===== src/hw/scc_defs.svh =====
// constants of the system configuration block
`ifndef SCC_DEFS_SVH
`define SCC_DEFS_SVH
`define SCC_OFF_CFG      8'h00
`define SCC_OFF_STAT     8'h04
`define SCC_OFF_ARB0     8'h08
`define SCC_BLK_LO       24'h7ff000
`define SCC_BLK_HI       24'hfff000
`define SCC_BLK_MASK     24'hfff000
`define SCC_BIT_MM       15
`define SCC_BIT_HALT_BUS_MONITOR_BIT    14
`define SCC_BIT_HALT_WATCHDOG_BIT    13
`define SCC_BIT_SUPERVISOR_BIT     12
`define SCC_SHOW_CYCLE_FIELD_HI      9
`define SCC_SHOW_CYCLE_FIELD_LO      8
`define SCC_ARB_HI       3
`define SCC_ARB_LO       0
`define SCC_ARB_OWN_RST  4'hf
`define SCC_ARB_MOD_RST  4'h0
`define SCC_NMOD         4
`define SCC_CONT_BITS    3'h4
`endif


===== src/hw/scc_pkg.sv =====
// types of the system configuration block
package scc_pkg;
    typedef enum logic [1:0] {
        SCC_SHOW_OFF  = 2'b00,
        SCC_SHOW_NOAR = 2'b01,
        SCC_SHOW_ARB  = 2'b10,
        SCC_SHOW_HALT = 2'b11
    } scc_show_t;
    typedef enum logic [1:0] {
        SCC_ARB_IDLE = 2'b00,
        SCC_ARB_RUN  = 2'b01,
        SCC_ARB_DONE = 2'b10
    } scc_arb_st_t;
endpackage


===== src/hw/scc_arb_if.sv =====
// arbitration request and result bundle
`timescale 1ns/10ps
interface scc_arb_if;
    logic [4:0]  req;
    logic [19:0] prio;
    logic        start;
    logic        done;
    logic [2:0]  winner;
    logic        spurious;
    modport ctl (output req, output prio, output start,
                 input done, input winner, input spurious);
    modport arb (input req, input prio, input start,
                 output done, output winner, output spurious);
endinterface


===== src/hw/scc_arb.sv =====
// serial bitwise contention among arbitration fields
`timescale 1ns/10ps
`include "scc_defs.svh"
module scc_arb (
    // clock and reset
    input  wire logic clock_i,
    input  wire logic rst_i,
    // arbitration bundle
    scc_arb_if.arb    ab
);
    scc_pkg::scc_arb_st_t st_r, st_nxt;
    logic [4:0]  alive_r, alive_nxt;
    logic [2:0]  bit_r, bit_nxt;
    logic [2:0]  win_r, win_nxt;
    logic        spur_r, spur_nxt;
    logic [4:0]  hi;
    always_comb begin
        st_nxt = st_r;
        alive_nxt = alive_r;
        bit_nxt = bit_r;
        win_nxt = win_r;
        spur_nxt = spur_r;
        hi = '0;
        for (int i = 0; i < 5; i++)
            hi[i] = alive_r[i] & ab.prio[i*4 + int'(bit_r)];
        case (st_r)
            scc_pkg::SCC_ARB_IDLE: begin
                // contention runs even for one request
                if (ab.start) begin
                    alive_nxt = ab.req;
                    bit_nxt = 3'h3;
                    st_nxt = scc_pkg::SCC_ARB_RUN;
                end
            end
            scc_pkg::SCC_ARB_RUN: begin
                if (|hi)
                    alive_nxt = hi;
                if (bit_r == 3'h0) begin
                    st_nxt = scc_pkg::SCC_ARB_DONE;
                    win_nxt = 3'h0;
                    for (int i = 4; i >= 0; i--)
                        if ((|hi ? hi[i] : alive_r[i]))
                            win_nxt = 3'(i);
                    spur_nxt = (ab.prio[int'(win_nxt)*4 +: 4] == 4'h0);
                end else begin
                    bit_nxt = bit_r - 3'h1;
                end
            end
            default: st_nxt = scc_pkg::SCC_ARB_IDLE;
        endcase
    end
    always_ff @(posedge clock_i or posedge rst_i) begin
        if (rst_i) begin
            st_r <= scc_pkg::SCC_ARB_IDLE;
            alive_r <= 5'h00;
            bit_r <= 3'h0;
            win_r <= 3'h0;
            spur_r <= 1'b0;
        end else begin
            st_r <= st_nxt;
            alive_r <= alive_nxt;
            bit_r <= bit_nxt;
            win_r <= win_nxt;
            spur_r <= spur_nxt;
        end
    end
    assign ab.done = (st_r == scc_pkg::SCC_ARB_DONE);
    assign ab.winner = win_r;
    assign ab.spurious = spur_r;
endmodule


===== src/hw/scc_top.sv =====
// system configuration: mapping, arbitration, show, freeze, clock source
// Contract
// - control registers in one 4-Kbyte block
// - block at 7ff000 or fff000 by map; only fff000 is decoded here, 7ff000 is never selected
// - address 23..20 follow address 19
// - map bit is bus address bit 23
// - map bit resets one, one write
// - cleared map hides modules until reset
// - same priority resolved by bitwise contention
// - contention runs on every acknowledge
// - zero field request gives spurious exception
// - own field arbitrates external against internal
// - own field resets ones, others zero
// - show field 00/01/10 decode
// - show field 11 halts on grant
// - always supervisor, supervisor bit ignored
// - core raises freeze on debug breakpoint
// - halt and spurious monitors keep running
// - freeze bit stops bus monitor
// - freeze bit stops watchdog and timer
// - clock pin high selects synthesizer
// - clock pin low: external clock input
// - rate change keeps contents
// - one reference type per variant
// - held in reset until lock
//
// Local design decisions: the plain strobed port and the register addresses.
`timescale 1ns/10ps
`include "scc_defs.svh"
module scc_top #(
    parameter logic FAST_REF = 1'b1
) (
    // clock and reset
    input  wire logic        clock_i,
    input  wire logic        rst_i,
    // register port
    input  wire logic [7:0]  reg_addr_i,
    input  wire logic [15:0] reg_wdata_i,
    input  wire logic        reg_wr_i,
    input  wire logic        reg_rd_i,
    output logic      [15:0] reg_rdata_o,
    // address lines
    input  wire logic [19:0] addr_low_i,
    input  wire logic        addr_ext_drv_i,
    input  wire logic [3:0]  addr_ext_i,
    output logic      [23:0] addr_o,
    input  wire logic [23:0] mod_addr_i,
    output logic             mod_sel_o,
    // interrupt contention
    input  wire logic [3:0]  mod_req_i,
    input  wire logic [15:0] mod_prio_i,
    input  wire logic        ext_req_i,
    input  wire logic        iack_i,
    output logic             iack_done_o,
    output logic [2:0]       iack_winner_o,
    output logic             spurious_o,
    // show cycles and arbitration
    input  wire logic        ext_grant_i,
    output logic             show_en_o,
    output logic             ext_arb_en_o,
    output logic             int_halt_o,
    // freeze
    input  wire logic        debug_halt_i,
    output logic             bus_mon_en_o,
    output logic             watchdog_en_o,
    output logic             pit_en_o,
    output logic             halt_mon_en_o,
    output logic             spur_mon_en_o,
    // clock source
    input  wire logic        clock_source_pin_i,
    input  wire logic        synth_lock_flag_i,
    output logic             synth_en_o,
    output logic             fast_ref_o,
    output logic             core_rst_o
);
    scc_arb_if ab ();
    logic        map_r, map_nxt;
    logic        once_r, once_nxt;
    logic        halt_bus_monitor_bit_r, halt_bus_monitor_bit_nxt;
    logic        halt_watchdog_bit_r, halt_watchdog_bit_nxt;
    logic        supervisor_bit_r, supervisor_bit_nxt;
    logic [1:0]  show_cycle_field_r, show_cycle_field_nxt;
    logic [3:0]  arb_own_r, arb_own_nxt;
    logic [15:0] rd_r, rd_nxt;
    logic        src_r, src_nxt;
    logic        held_r, held_nxt;
    logic        cfg_wr;
    scc_pkg::scc_show_t show;

    function automatic logic [15:0] cfg_word(input logic m, input logic b,
                                             input logic w, input logic s,
                                             input logic [1:0] sh,
                                             input logic [3:0] ar);
        logic [15:0] v;
        v = 16'h0000;
        v[`SCC_BIT_MM] = m;
        v[`SCC_BIT_HALT_BUS_MONITOR_BIT] = b;
        v[`SCC_BIT_HALT_WATCHDOG_BIT] = w;
        v[`SCC_BIT_SUPERVISOR_BIT] = s;
        v[`SCC_SHOW_CYCLE_FIELD_HI:`SCC_SHOW_CYCLE_FIELD_LO] = sh;
        v[`SCC_ARB_HI:`SCC_ARB_LO] = ar;
        return v;
    endfunction

    assign cfg_wr = reg_wr_i && (reg_addr_i == `SCC_OFF_CFG);

    always_comb begin
        map_nxt = map_r;
        once_nxt = once_r;
        halt_bus_monitor_bit_nxt = halt_bus_monitor_bit_r;
        halt_watchdog_bit_nxt = halt_watchdog_bit_r;
        supervisor_bit_nxt = supervisor_bit_r;
        show_cycle_field_nxt = show_cycle_field_r;
        arb_own_nxt = arb_own_r;
        rd_nxt = 16'h0000;
        if (cfg_wr) begin
            // first write marks map bit used
            once_nxt = 1'b1;
            if (!once_r)
                map_nxt = reg_wdata_i[`SCC_BIT_MM];
            halt_bus_monitor_bit_nxt = reg_wdata_i[`SCC_BIT_HALT_BUS_MONITOR_BIT];
            halt_watchdog_bit_nxt = reg_wdata_i[`SCC_BIT_HALT_WATCHDOG_BIT];
            supervisor_bit_nxt = reg_wdata_i[`SCC_BIT_SUPERVISOR_BIT];
            show_cycle_field_nxt = reg_wdata_i[`SCC_SHOW_CYCLE_FIELD_HI:`SCC_SHOW_CYCLE_FIELD_LO];
            arb_own_nxt = reg_wdata_i[`SCC_ARB_HI:`SCC_ARB_LO];
        end
        if (reg_rd_i) begin
            case (reg_addr_i)
                `SCC_OFF_CFG:
                    rd_nxt = cfg_word(map_r, halt_bus_monitor_bit_r, halt_watchdog_bit_r, supervisor_bit_r,
                                      show_cycle_field_r, arb_own_r);
                `SCC_OFF_STAT:
                    rd_nxt = {11'h000, once_r, src_r, synth_lock_flag_i,
                              FAST_REF, spurious_o};
                default: rd_nxt = 16'h0000;
            endcase
        end
    end

    always_ff @(posedge clock_i or posedge rst_i) begin
        if (rst_i) begin
            map_r <= 1'b1;
            once_r <= 1'b0;
            halt_bus_monitor_bit_r <= 1'b0;
            halt_watchdog_bit_r <= 1'b0;
            supervisor_bit_r <= 1'b1;
            show_cycle_field_r <= 2'h0;
            arb_own_r <= `SCC_ARB_OWN_RST;
            rd_r <= 16'h0000;
        end else begin
            map_r <= map_nxt;
            once_r <= once_nxt;
            halt_bus_monitor_bit_r <= halt_bus_monitor_bit_nxt;
            halt_watchdog_bit_r <= halt_watchdog_bit_nxt;
            supervisor_bit_r <= supervisor_bit_nxt;
            show_cycle_field_r <= show_cycle_field_nxt;
            arb_own_r <= arb_own_nxt;
            rd_r <= rd_nxt;
        end
    end
    assign reg_rdata_o = rd_r;

    assign addr_o = {(addr_ext_drv_i ? addr_ext_i : {4{addr_low_i[19]}}),
                     addr_low_i};
    // decode of the 4 Kbyte block
    assign mod_sel_o = ((mod_addr_i & `SCC_BLK_MASK) ==
                        (map_r ? `SCC_BLK_HI : `SCC_BLK_LO)) && map_r;

    assign ab.req = {ext_req_i, mod_req_i};
    assign ab.prio = {arb_own_r, mod_prio_i};
    assign ab.start = iack_i;
    scc_arb u_arb (
        .clock_i (clock_i),
        .rst_i   (rst_i),
        .ab      (ab)
    );
    assign iack_done_o = ab.done;
    assign iack_winner_o = ab.winner;
    assign spurious_o = ab.done & ab.spurious;

    assign show = scc_pkg::scc_show_t'(show_cycle_field_r);
    always_comb begin
        show_en_o = 1'b1;
        ext_arb_en_o = 1'b1;
        int_halt_o = 1'b0;
        case (show)
            scc_pkg::SCC_SHOW_OFF:  show_en_o = 1'b0;
            scc_pkg::SCC_SHOW_NOAR: ext_arb_en_o = 1'b0;
            scc_pkg::SCC_SHOW_ARB:  ext_arb_en_o = 1'b1;
            scc_pkg::SCC_SHOW_HALT: int_halt_o = ext_grant_i;
            default:                show_en_o = 1'b0;
        endcase
    end

    assign bus_mon_en_o = !(halt_bus_monitor_bit_r && debug_halt_i);
    assign watchdog_en_o = !(halt_watchdog_bit_r && debug_halt_i);
    assign pit_en_o = !(halt_watchdog_bit_r && debug_halt_i);
    assign halt_mon_en_o = 1'b1;
    assign spur_mon_en_o = 1'b1;

    // sample clock pin while reset held
    always_comb begin
        src_nxt = held_r ? clock_source_pin_i : src_r;
        // wait for lock when synthesizer used
        held_nxt = held_r && !(!clock_source_pin_i || synth_lock_flag_i);
    end
    always_ff @(posedge clock_i or posedge rst_i) begin
        if (rst_i) begin
            src_r <= 1'b1;
            held_r <= 1'b1;
        end else begin
            src_r <= src_nxt;
            held_r <= held_nxt;
        end
    end
    assign synth_en_o = src_r;
    // one reference type fixed per build
    assign fast_ref_o = FAST_REF;
    // registers are static, no clear on rate change
    assign core_rst_o = held_r;

    // map bit unchanged after first write
    property p_once;
        @(posedge clock_i) disable iff (rst_i)
        once_r |=> map_r == $past(map_r);
    endproperty
    a_once: assert property (p_once) else $error("map bit rewritten");
    property p_hide;
        @(posedge clock_i) disable iff (rst_i)
        !map_r |-> !mod_sel_o;
    endproperty
    a_hide: assert property (p_hide) else $error("modules reachable");
    property p_addr;
        @(posedge clock_i) disable iff (rst_i)
        !addr_ext_drv_i |-> addr_o[23:20] == {4{addr_low_i[19]}};
    endproperty
    a_addr: assert property (p_addr) else $error("upper lines wrong");
    property p_arb;
        @(posedge clock_i) disable iff (rst_i)
        iack_i && !ab.done && !ab.start ##0 1'b1 |-> ##[1:6] ab.done;
    endproperty
    property p_run;
        @(posedge clock_i) disable iff (rst_i)
        $rose(ab.done) |-> $past(iack_i, 5);
    endproperty
    a_run: assert property (p_run) else $error("contention length");
    property p_show;
        @(posedge clock_i) disable iff (rst_i)
        show_cycle_field_r == 2'b01 |-> show_en_o && !ext_arb_en_o;
    endproperty
    a_show: assert property (p_show) else $error("show decode");
    property p_grant;
        @(posedge clock_i) disable iff (rst_i)
        show_cycle_field_r == 2'b11 && ext_grant_i |-> int_halt_o;
    endproperty
    a_grant: assert property (p_grant) else $error("no halt on grant");
    property p_halt_bus_monitor_bit;
        @(posedge clock_i) disable iff (rst_i)
        halt_bus_monitor_bit_r && debug_halt_i |-> !bus_mon_en_o && halt_mon_en_o;
    endproperty
    a_halt_bus_monitor_bit: assert property (p_halt_bus_monitor_bit) else $error("bus monitor on");
    property p_halt_watchdog_bit;
        @(posedge clock_i) disable iff (rst_i)
        halt_watchdog_bit_r && debug_halt_i |-> !watchdog_en_o && !pit_en_o;
    endproperty
    a_halt_watchdog_bit: assert property (p_halt_watchdog_bit) else $error("watchdog on");
    property p_lock;
        @(posedge clock_i) disable iff (rst_i)
        src_r && !synth_lock_flag_i && held_r |=> core_rst_o;
    endproperty
    a_lock: assert property (p_lock) else $error("left reset unlocked");
endmodule


===== config.mk =====
export PLATFORM = sky130hd
export DESIGN_NAME = scc_top
export DESIGN_NICKNAME = d
export VERILOG_FILES = /design/src/hw/scc_pkg.sv /design/src/hw/scc_arb_if.sv /design/src/hw/scc_arb.sv /design/src/hw/scc_top.sv
export VERILOG_INCLUDE_DIRS = /design/src /design/src/hw
export SDC_FILE = /design/constraint.sdc
export NUM_CORES = 1
export LEC_CHECK = 0
export BUFFER_PORTS_ARGS = -buffer_cell sky130_fd_sc_hd__buf_4
export CELL_PAD_IN_SITES_DETAIL_PLACEMENT = 2
export CELL_PAD_IN_SITES_GLOBAL_PLACEMENT = 2
export CORE_MARGIN = 4
export CORE_UTILIZATION = 24
export DETAILED_ROUTE_END_ITERATION = 8
export HOLD_SLACK_MARGIN = 0.08
export PLACE_DENSITY = 0.78
export SYNTH_ARGS = -nofsm -noshare
export SYNTH_HDL_FRONTEND = slang
export SYNTH_SLANG_ARGS = --single-unit

===== constraint.sdc =====
create_clock -name clock_i -period 2.69 [get_ports clock_i]
set_input_delay 0.4035 -clock clock_i [delete_from_list [all_inputs] [get_ports clock_i]]
set_output_delay 0.4035 -clock clock_i [all_outputs]
set_load 0.02 [all_outputs]

Word-level counts from Yosys, hierarchy flattened --
Cells that the tools add are included.
Word-level totals: register bits 43, input bits 103, output and inout port bits 57, logic and storage cells 107
Cells by class: $add $sub $neg 5, magnitude comparators 5, equality and inequality tests 10, shift-type cells 1, muxes and demuxes 42, bitwise logic cells 7, reductions and logical operators 22
Operators by type and width (count):
- $lt 32x7->1 const B | 4
- $pmux 16 s2 | 1
- $mux 3 | 9
- $eq 24x24->1 | 1
- $mux 24 | 1
- $bmux 1 s5 | 4
- $shiftx 20x6->4 | 1
- $mux 1 | 17
- $mux 16 | 1
- $add 4x3->5 const A | 2
- $mux 5 | 2
- $pmux 5 s2 | 1
- $eq 8x3->1 const B | 1
- $logic_not 8->1 | 1
- $add 5x3->6 const A | 1
- $and 1x1->1 | 6
- $lt 3x6->1 const B | 1
- $pmux 3 s2 | 1
- $reduce_and 2->1 | 3
- $reduce_and 3->1 | 2
- $logic_and 1x1->1 | 5
- $reduce_or 5->1 | 1
- $add 3x3->4 const A | 1
- $eq 2x1->1 const B | 2
- other kinds (15) | 23

Longest topological paths before layout --
Gate-level depths: netlist of the first run.
depth after elaboration 16, depth in mapped cells 9, depth with buffers taken out 7

Hierarchy --
Synthesis of the first run repeated with hierarchy kept, for this count alone.
Unflattened totals: cell total of the unflattened synthesis 236, area, all modules 2391.0 µm²
By module, submodules not included:
- scc_top | times used 1, cells each 115, area each 1252.5 µm², seq. area each 610.6 µm²
- scc_arb | times used 1, cells each 121, area each 1138.6 µm², seq. area each 350.3 µm²

Worst setup path before layout of the first run --
OpenSTA, ideal clock, no wires.
path kind reg-to-reg, start reg u_arb.bit_r[1], end reg u_arb.spur_r (netlist: u_arb.ab.spurious), setup time 104 ps, arrival time 2101 ps, required time 2586 ps, slack 485 ps, stages on the path, launching flop included 8, path buffers 1, period minus slack after synthesis 2205 ps, cell sequence dfrtp_1 buf_6 mux4_2 a22oi_4 nand2_2 a211o_1 a2111o_1 o311ai_1
Between the ends: word-level cells in the longest chain between the ends 16, elaborated cells on any way between the ends 40, classes of those cells 4 x add/sub; 1 x shift; 26 x mux; 5 x bitwise; 4 x reduce/logical
RTL lines:
- start, declared | line scc_arb.sv:13 | logic [2:0] bit_r, bit_nxt;
- start signal, assigned | line scc_arb.sv:62 | bit_r <= bit_nxt;
- $add 5x3->6 (tied with other cells) | line scc_arb.sv:25 | hi[i] = alive_r[i] & ab.prio[i*4 + int'(bit_r)];
- $bmux 1 s5 | line scc_arb.sv:25
- $mux 1 (not written as such) (2 in series) | line scc_arb.sv:25
- $and 1x1->1 | line scc_arb.sv:25
- $reduce_or 5->1 | line scc_arb.sv:42 | if ((|hi ? hi[i] : alive_r[i]))
- $mux 1 | line scc_arb.sv:42
- $mux 3 (5 in series) | line scc_arb.sv:42
- $mux 3 | line scc_arb.sv:38 | if (bit_r == 3'h0) begin
- $mux 3 | line scc_arb.sv:26 | case (st_r)
- $shiftx 20x6->4 | line scc_arb.sv:44 | spur_nxt = (ab.prio[int'(win_nxt)*4 +: 4] == 4'h0);
- $logic_not 4->1 | line scc_arb.sv:44
- end signal, assigned | line scc_arb.sv:64 | spur_r <= spur_nxt;
- end, declared | line scc_arb.sv:15 | logic spur_r, spur_nxt;
Parallel ways exist; a longest one is shown, timed or not. The select of a mux whose other input is x is not followed. A chain may end at the register's enable or synchronous reset.

Final worst setup path of the first run --
Ends and elaborated chain as after synthesis.

==> results of run 1 <==
-- area by class of cell --
cell class	instances	area [um^2]	share of cell area (%)
multi-input cells	179	1310	39.4
flip-flops and latches	38	962	28.9
repair buffers	103	773	23.2
well taps	136	170	5.11
clock buffers	6	82.6	2.48
inverters	5	18.8	0.563
clock inverters	2	12.5	0.375
-- worst paths after layout --
path	from	end	slack (ns)	depth (start not counted)
setup / recovery	u_arb.bit_r[1]	u_arb.ab.spurious	0.26	6
hold / removal	rst_i	u_arb.st_r[1]	0.23	3
setup reg to reg	u_arb.bit_r[1]	u_arb.ab.spurious	0.26	6
hold reg to reg	u_arb.ab.winner[1]	u_arb.ab.winner[1]	0.49	2
max in group asynchronous	rst_i	synth_en_o	2.08	3
min in group clock_i	synth_lock_flag_i	core_rst_o	0.23	2
-- layout by cell type (no fill, tap or decap), types with 5 or more instances in the layout --
| cell type | netlist | routed |
|---|---|---|
| inv_1 | 5 | 5 |
| o21ai_1 | 6 | 6 |
| nor2b_1 | 6 | 6 |
| and2_1 | 12 | 12 |
| a21oi_1 | 5 | 5 |
| nor4_1 | 5 | 5 |
| dfrtp_1 | 30 | 29 |
| nor2_1 | 17 | 17 |
| nand2b_1 | 7 | 7 |
| mux2i_1 | 7 | 7 |
| conb_1 | 2 | 8 |
| nand2_1 | 28 | 28 |
| clkbuf_8 | 0 | 6 |
| buf_4 | 32 | 103 |
| dfstp_2 | 8 | 8 |
| o21ai_0 | 8 | 8 |
| mux2_2 | 10 | 10 |
-- cell families (layout without fill, tap and decap cells) --
family          count (synthesis)  in the layout  synth area share, %
compound gates                 50             50                 16.1
fa+ha+maj                       2              2                0.986
buf+inv                        42            116                 11.3
flops                          38             38                 37.9
mux                            25             25                 14.3
other cells                     2              8                0.296
simple gates                   94             94                 19.2
-- layer usage --
metal  wire length, um  share of wire [%]  vias to the layer above  track usage [%]
met2              4630                 55                       66             25.7
li1                  -                  -                     1026                -
met1              3280                 39                     1125             15.7
met4               147                1.7                        0             3.86
met3               395                4.7                       10             2.67
met5                 0                  0                        -                0
-- worst max-delay path: stages, from the launching register on --
cell and delay [ns]:
dfrtp_2 0.51, mux4_1 0.63, a22oi_1 0.27, a31oi_1 0.10, a311oi_2 0.36, o221ai_1 0.18, o311ai_1 0.29
-- sequential cells by signal, indices dropped and copies added, names as in the netlist --
signal                  cells
u_arb.st_r                  2
show                        2
u_arb.bit_r                 3
reg_rdata_o                11
u_arb.ab.winner             3
supervisor_bit_r            1
map_r                       1
arb_own_r                   4
once_r                      1
synth_en_o                  1
u_arb.ab.spurious           1
halt_watchdog_bit_r         1
core_rst_o                  1
halt_bus_monitor_bit_r      1
u_arb.alive_r               5
-- through the flow --
step / area (um^2) / power [mW] / utilization [%] / hold slack [ns] / setup WS (ns)
6_report: 3330 / 2.47 / 32.3 / 0.232 / 0.255
3_5_place_dp: 3240 / 2.05 / 31.4 / 0.481 / 0.129
4_1_cts: 3330 / 2.50 / 32.3 / 0.224 / 0.0981
3_3_place_gp: 3240 / 1.99 / 31.4 / 0.465 / 0.195
2_1_floorplan: 2560 / 1.70 / - / 0.436 / 0.485
5_1_grt: 3330 / 2.67 / 32.3 / 0.221 / 0.0508
-- power by group --
| part | switching [mW] | internal [mW] |
|---|---|---|
| Clock | 0.222 | 0.206 |
| Sequential | 0.147 | 0.670 |
| Combinational | 0.658 | 0.566 |
==> impl_results.md, run 1 <==
* # DRC at 0
* CP required at 2.89 ns
* Post-cts sizing count at 0
* First-pass GRT wire length at 13.7 mm
* H-tree levels at 2
* Crit Path Max Fanout at 9
* LEAKAGE at ~1.6 nW
* Critical path class: register to register
* Fmax at 411 MHz
* Power Density at 741 mW/mm^2
* GR Overflow Total at 0
* Area grow syn2layout at 31.3%
* Num CTS Buffers at 5
* Worst setup EP type: register
* Skew final at 0.00878 ns
* Vias at 2227
* Vias in the first global route at 2475
* Seq cells post-synth at 38
* Pin count of the biggest net entering global routing at 39
* I/O pin count at 160
* WL per Instance at 18.0 um
* DIE AREA at 0.0123 mm^2
* GRT Util Overall at a little over an eighth
* Cell with the most instances after synthesis: buf_4
* Tmin final at 2.43 ns
* Final count of pins violating max slew at 0
* Clk sinks at 38
* Placed insts at ~460
* GPL Wtd Cong at 0.792
* Core Region at between 0.01 and 0.015 mm^2
* Initial Util at around a quarter
* Die width at 111 um
* Die Y at approximately 110 um
* Root Driver: clkbuf_8
* Final setup TNS at 0 ns
* Longest Clk Path Bufs at 2
* Synth top area cells: dfrtp_1 30%, buf_4 9.5%, dfstp_2 8.3%
* Fill cells at 1167
* CTS tree: done
* Iter 0 DRT Violations at between 50 and 60
* Critical path startpoint category: register
* Maximum vdd drop at 275 uV
* Sequential area share after synthesis at 37.9%
* Slew margin rel. at 61.9%
* Slew @ Worst Pin at roughly 0.57 ns
* Synth Flop Type: dfrtp_1
* Number of synthesized flops with an enable pin at 0
* Min-Delay Path Class: input port to asynchronous set/reset pin
* WP data arrival at 2.63 ns
* Yosys warns at 0
* Hpwl dp at 6.69 mm
* DR vias/cell at 4.75
* Hold Violations, Final at 0
* RSZ-0062 raised after global routing: no
* IO Port Bufs at 95
* Layout Cells excl Fill at 469
* Initial antenna violation count at 0
* Mean area per synthesized cell at between 10 and 15 um^2
* Worst skew pair latency at 0.29 ns
* Fin nets at ~440
* Hold_buf cts at 0
* Clock slew at reported path FFs at ~0.090 ns
* Syn Inst Count at 253
* Synth unique cells at 60
* Row cnt at 37
* Inserted Diodes at 0
* Yosys top cell by area: dfrtp_1
* Status: finished clean
* Pre-antenna DRT Iters at 4
* Total setup buffers inserted after CTS at 0
* Mapped cell area at ~0.0025 mm^2
* Commonest cells post-synth: 32 x buf_4, 30 x dfrtp_1, 28 x nand2_1
* Async SR Flop Fraction at 100%
* Fraction of final layout cells sized beyond drive strength 1 at 44.4%
* Synth top area share at 29.6%
* Final setup fails at 0
* Period utilisation layout at 90.5%
* Routed Wire Length at approximately 8.4 mm
* Max-Cap Viols at 0
* Detail Route Antenna Nets at 0
Note: power is estimated with default switching activity, not from simulation.
==> run 2, diff against run 1 <==
--- a/config.mk
+++ b/config.mk
@@ -6,14 +6,14 @@
 export SDC_FILE = /design/constraint.sdc
 export NUM_CORES = 1
 export LEC_CHECK = 0
-export BUFFER_PORTS_ARGS = -buffer_cell sky130_fd_sc_hd__buf_4
 export CELL_PAD_IN_SITES_DETAIL_PLACEMENT = 2
 export CELL_PAD_IN_SITES_GLOBAL_PLACEMENT = 2
 export CORE_MARGIN = 4
-export CORE_UTILIZATION = 24
+export CORE_UTILIZATION = 35
 export DETAILED_ROUTE_END_ITERATION = 8
+export DONT_BUFFER_PORTS = 1
 export HOLD_SLACK_MARGIN = 0.08
-export PLACE_DENSITY = 0.78
+export PLACE_DENSITY = 0.75
 export SYNTH_ARGS = -nofsm -noshare
 export SYNTH_HDL_FRONTEND = slang
 export SYNTH_SLANG_ARGS = --single-unit
==> impl_results.md, run 2 (synthesized netlist as in run 1, its figures left out) <==
* Status: finished clean (unchanged)
* Iter 0 DRT Violations at 68 (was 59)
* Vias at 1858 (was 2227)
* Num CTS Buffers at 5 (unchanged)
* GPL Wtd Cong at 0.809 (was 0.792)
* Min-Delay Path Class: input port to asynchronous set/reset pin (unchanged)
* Flip-flop count of the largest register after layout at 11 (unchanged)
* Core Region at 0.00691 mm^2 (was 0.0103 mm^2)
* Vias in the first global route at 2058 (was 2475)
* Maximum vdd drop at 335 uV (was 275 uV)
* Crit Path Max Fanout at 17 (was 9)
* Initial antenna violation count at 1 (was 0)
* Cell Chain, Critical Path: mux4_1 -> a22oi_1 -> a31oi_1 -> a311oi_2 -> o221ai_1 -> o311ai_1 (unchanged)
* Max-Cap Viols at 0 (unchanged)
* First-pass GRT wire length at 11.2 mm (was 13.7 mm)
* Fmax at 409 MHz (was 411 MHz)
* Hpwl dp at 5.60 mm (was 6.69 mm)
* Initial Util at 36.8% (was 24.6%)
* Hold_buf cts at 0 (unchanged)
* I/O pin count at 160 (unchanged)
* Pre-antenna DRT Iters at 4 (unchanged)
* DR vias/cell at 5.53 (was 4.75)
* Slew margin rel. at 59.7% (was 61.9%)
* Detail Route Antenna Nets at 0 (unchanged)
* Final count of pins violating max slew at 0 (unchanged)
* Tmin final at 2.45 ns (was 2.43 ns)
* Worst skew pair latency at 0.30 ns (was 0.29 ns)
* Skew final at 0.00335 ns (was 0.00878 ns)
* Fill cells at 775 (was 1167)
* Hold Violations, Final at 0 (unchanged)
* Total setup buffers inserted after CTS at 0 (unchanged)
* Clk sinks at 38 (unchanged)
* Fin nets at 343 (was 437)
* H-tree levels at 2 (unchanged)
* Final setup fails at 0 (unchanged)
* Most frequent cells in the layout: 29 x dfrtp_1, 28 x nand2_1, 17 x nor2_1 (was 103 x buf_4, 29 x dfrtp_1, 28 x nand2_1)
* Root Driver: clkbuf_8 (unchanged)
* IO Port Bufs at 0 (was 95)
* Die Y at 93.2 um (was 111 um)
* Pin count of the biggest net entering global routing at 39 (unchanged)
* Longest Clk Path Bufs at 2 (unchanged)
* Commonest non-fill, non-tap cell in the layout: dfrtp_1 (was buf_4)
* Power Density at 934 mW/mm^2 (was 741 mW/mm^2)
* Max stage delay on crit path at 0.73 ns (was 0.63 ns)
* Fraction of final layout cells sized beyond drive strength 1 at 22.6% (was 44.4%)
* Final setup TNS at 0 ns (unchanged)
* RSZ-0062 raised after global routing: no (unchanged)
* LEAKAGE at 1.18 nW (was 1.64 nW)
* Post-cts sizing count at 0 (unchanged)
* DIE AREA at 0.00868 mm^2 (was 0.0123 mm^2)
* Period utilisation layout at 91.0% (was 90.5%)
* Clock slew at reported path FFs at 0.09 ns (about the same)
* WP data arrival at 2.64 ns (was 2.63 ns)
* Worst path slowest cell: dfrtp_1 (was mux4_1)
* GR Overflow Total at 0 (unchanged)
* # DRC at 0 (unchanged)
* GRT Util Overall at 16.4% (was 13.7%)
* CP required at 2.89 ns (about the same)
* Worst setup EP type: register (unchanged)
* Routed Wire Length at 7.18 mm (was 8.45 mm)
* Die width at 93.2 um (was 111 um)
* Critical path startpoint category: register (unchanged)
* WL per Instance at 21.4 um (was 18.0 um)
* Area grow syn2layout at 2.37% (was 31.3%)
* Power Total at 2.43 mW (was 2.47 mW)
* Slew @ Worst Pin at 0.603 ns (was 0.571 ns)
* CTS tree: done (unchanged)
* FF-to-FF path depth at 6 (unchanged)
* Critical path class: register to register (unchanged)
* Row cnt at 30 (was 37)
[run 2: cell types whose count changed in the layout (fill, tap and decap cells not counted), sizes merged]
cell	change
buf	-94
bufinv	+1
clkbuf	-1
clkinv	-1
clkinvlp	+1
diode	+1
[run 2: area by class of cell]
cell class	count	area [um^2]	share of cell area, %
antenna	1	2.50	0.0963
tap	96	120	4.62
inverter	5	18.8	0.722
clock buffer	5	68.8	2.65
clock inverter	3	45.0	1.73
multi-input combinational	179	1310	50.6
timing repair buffer	9	67.6	2.60
sequential	38	962	37.0
[run 2: critical path: cells and delay by family, from the launching register on]
family	cells	cell delay (ns)
compound gates	5	1.20
flops	1	0.73
mux	1	0.41
[run 2: metal layers]
metal	vias up	global-route usage, %	wire length (um)
met5	-	0	0
met1	956	20.2	2910
li1	841	-	-
met2	53	28.0	3750
met4	0	5.37	85
met3	8	4.34	433
[run 2: power by group]
part           total [mW]  internal [mW]  switching [mW]  leakage [nW]
clock network       0.510          0.276           0.233        0.0504
registers           0.848          0.670           0.178         0.482
logic                1.07          0.471           0.598         0.646
[run 2: path summary, 6_finish.rpt]
| path | startpoint | end | slack (ns) |
|---|---|---|---|
| worst max-delay path | u_arb.bit_r[2] | u_arb.ab.spurious | 0.24 |
| worst min-delay path | rst_i | reg_rdata_o[4] | 0.12 |
| worst max register to register | u_arb.bit_r[2] | u_arb.ab.spurious | 0.24 |
| worst min register to register | halt_bus_monitor_bit_r | reg_rdata_o[14] | 0.52 |
| max in group asynchronous | rst_i | u_arb.bit_r[1] | 2.20 |
| min in group clock_i | synth_lock_flag_i | core_rst_o | 0.12 |
[run 2: per-stage QoR]
| step | cells | worst slack [ns] | utilization [%] | hold slack [ns] | cell area, um^2 |
|---|---|---|---|---|---|
| finish | 336 | 0.243 | 37.6 | 0.117 | 2600 |
| global route | 336 | 0.0334 | 37.6 | 0.111 | 2600 |
| global placement | 327 | 0.140 | 35.9 | 0.437 | 2480 |
| floorplan | 259 | 0.485 | - | 0.436 | 2560 |
| detailed placement | 327 | 0.146 | 35.9 | 0.440 | 2480 |
| CTS | 335 | 0.0885 | 37.6 | 0.118 | 2590 |
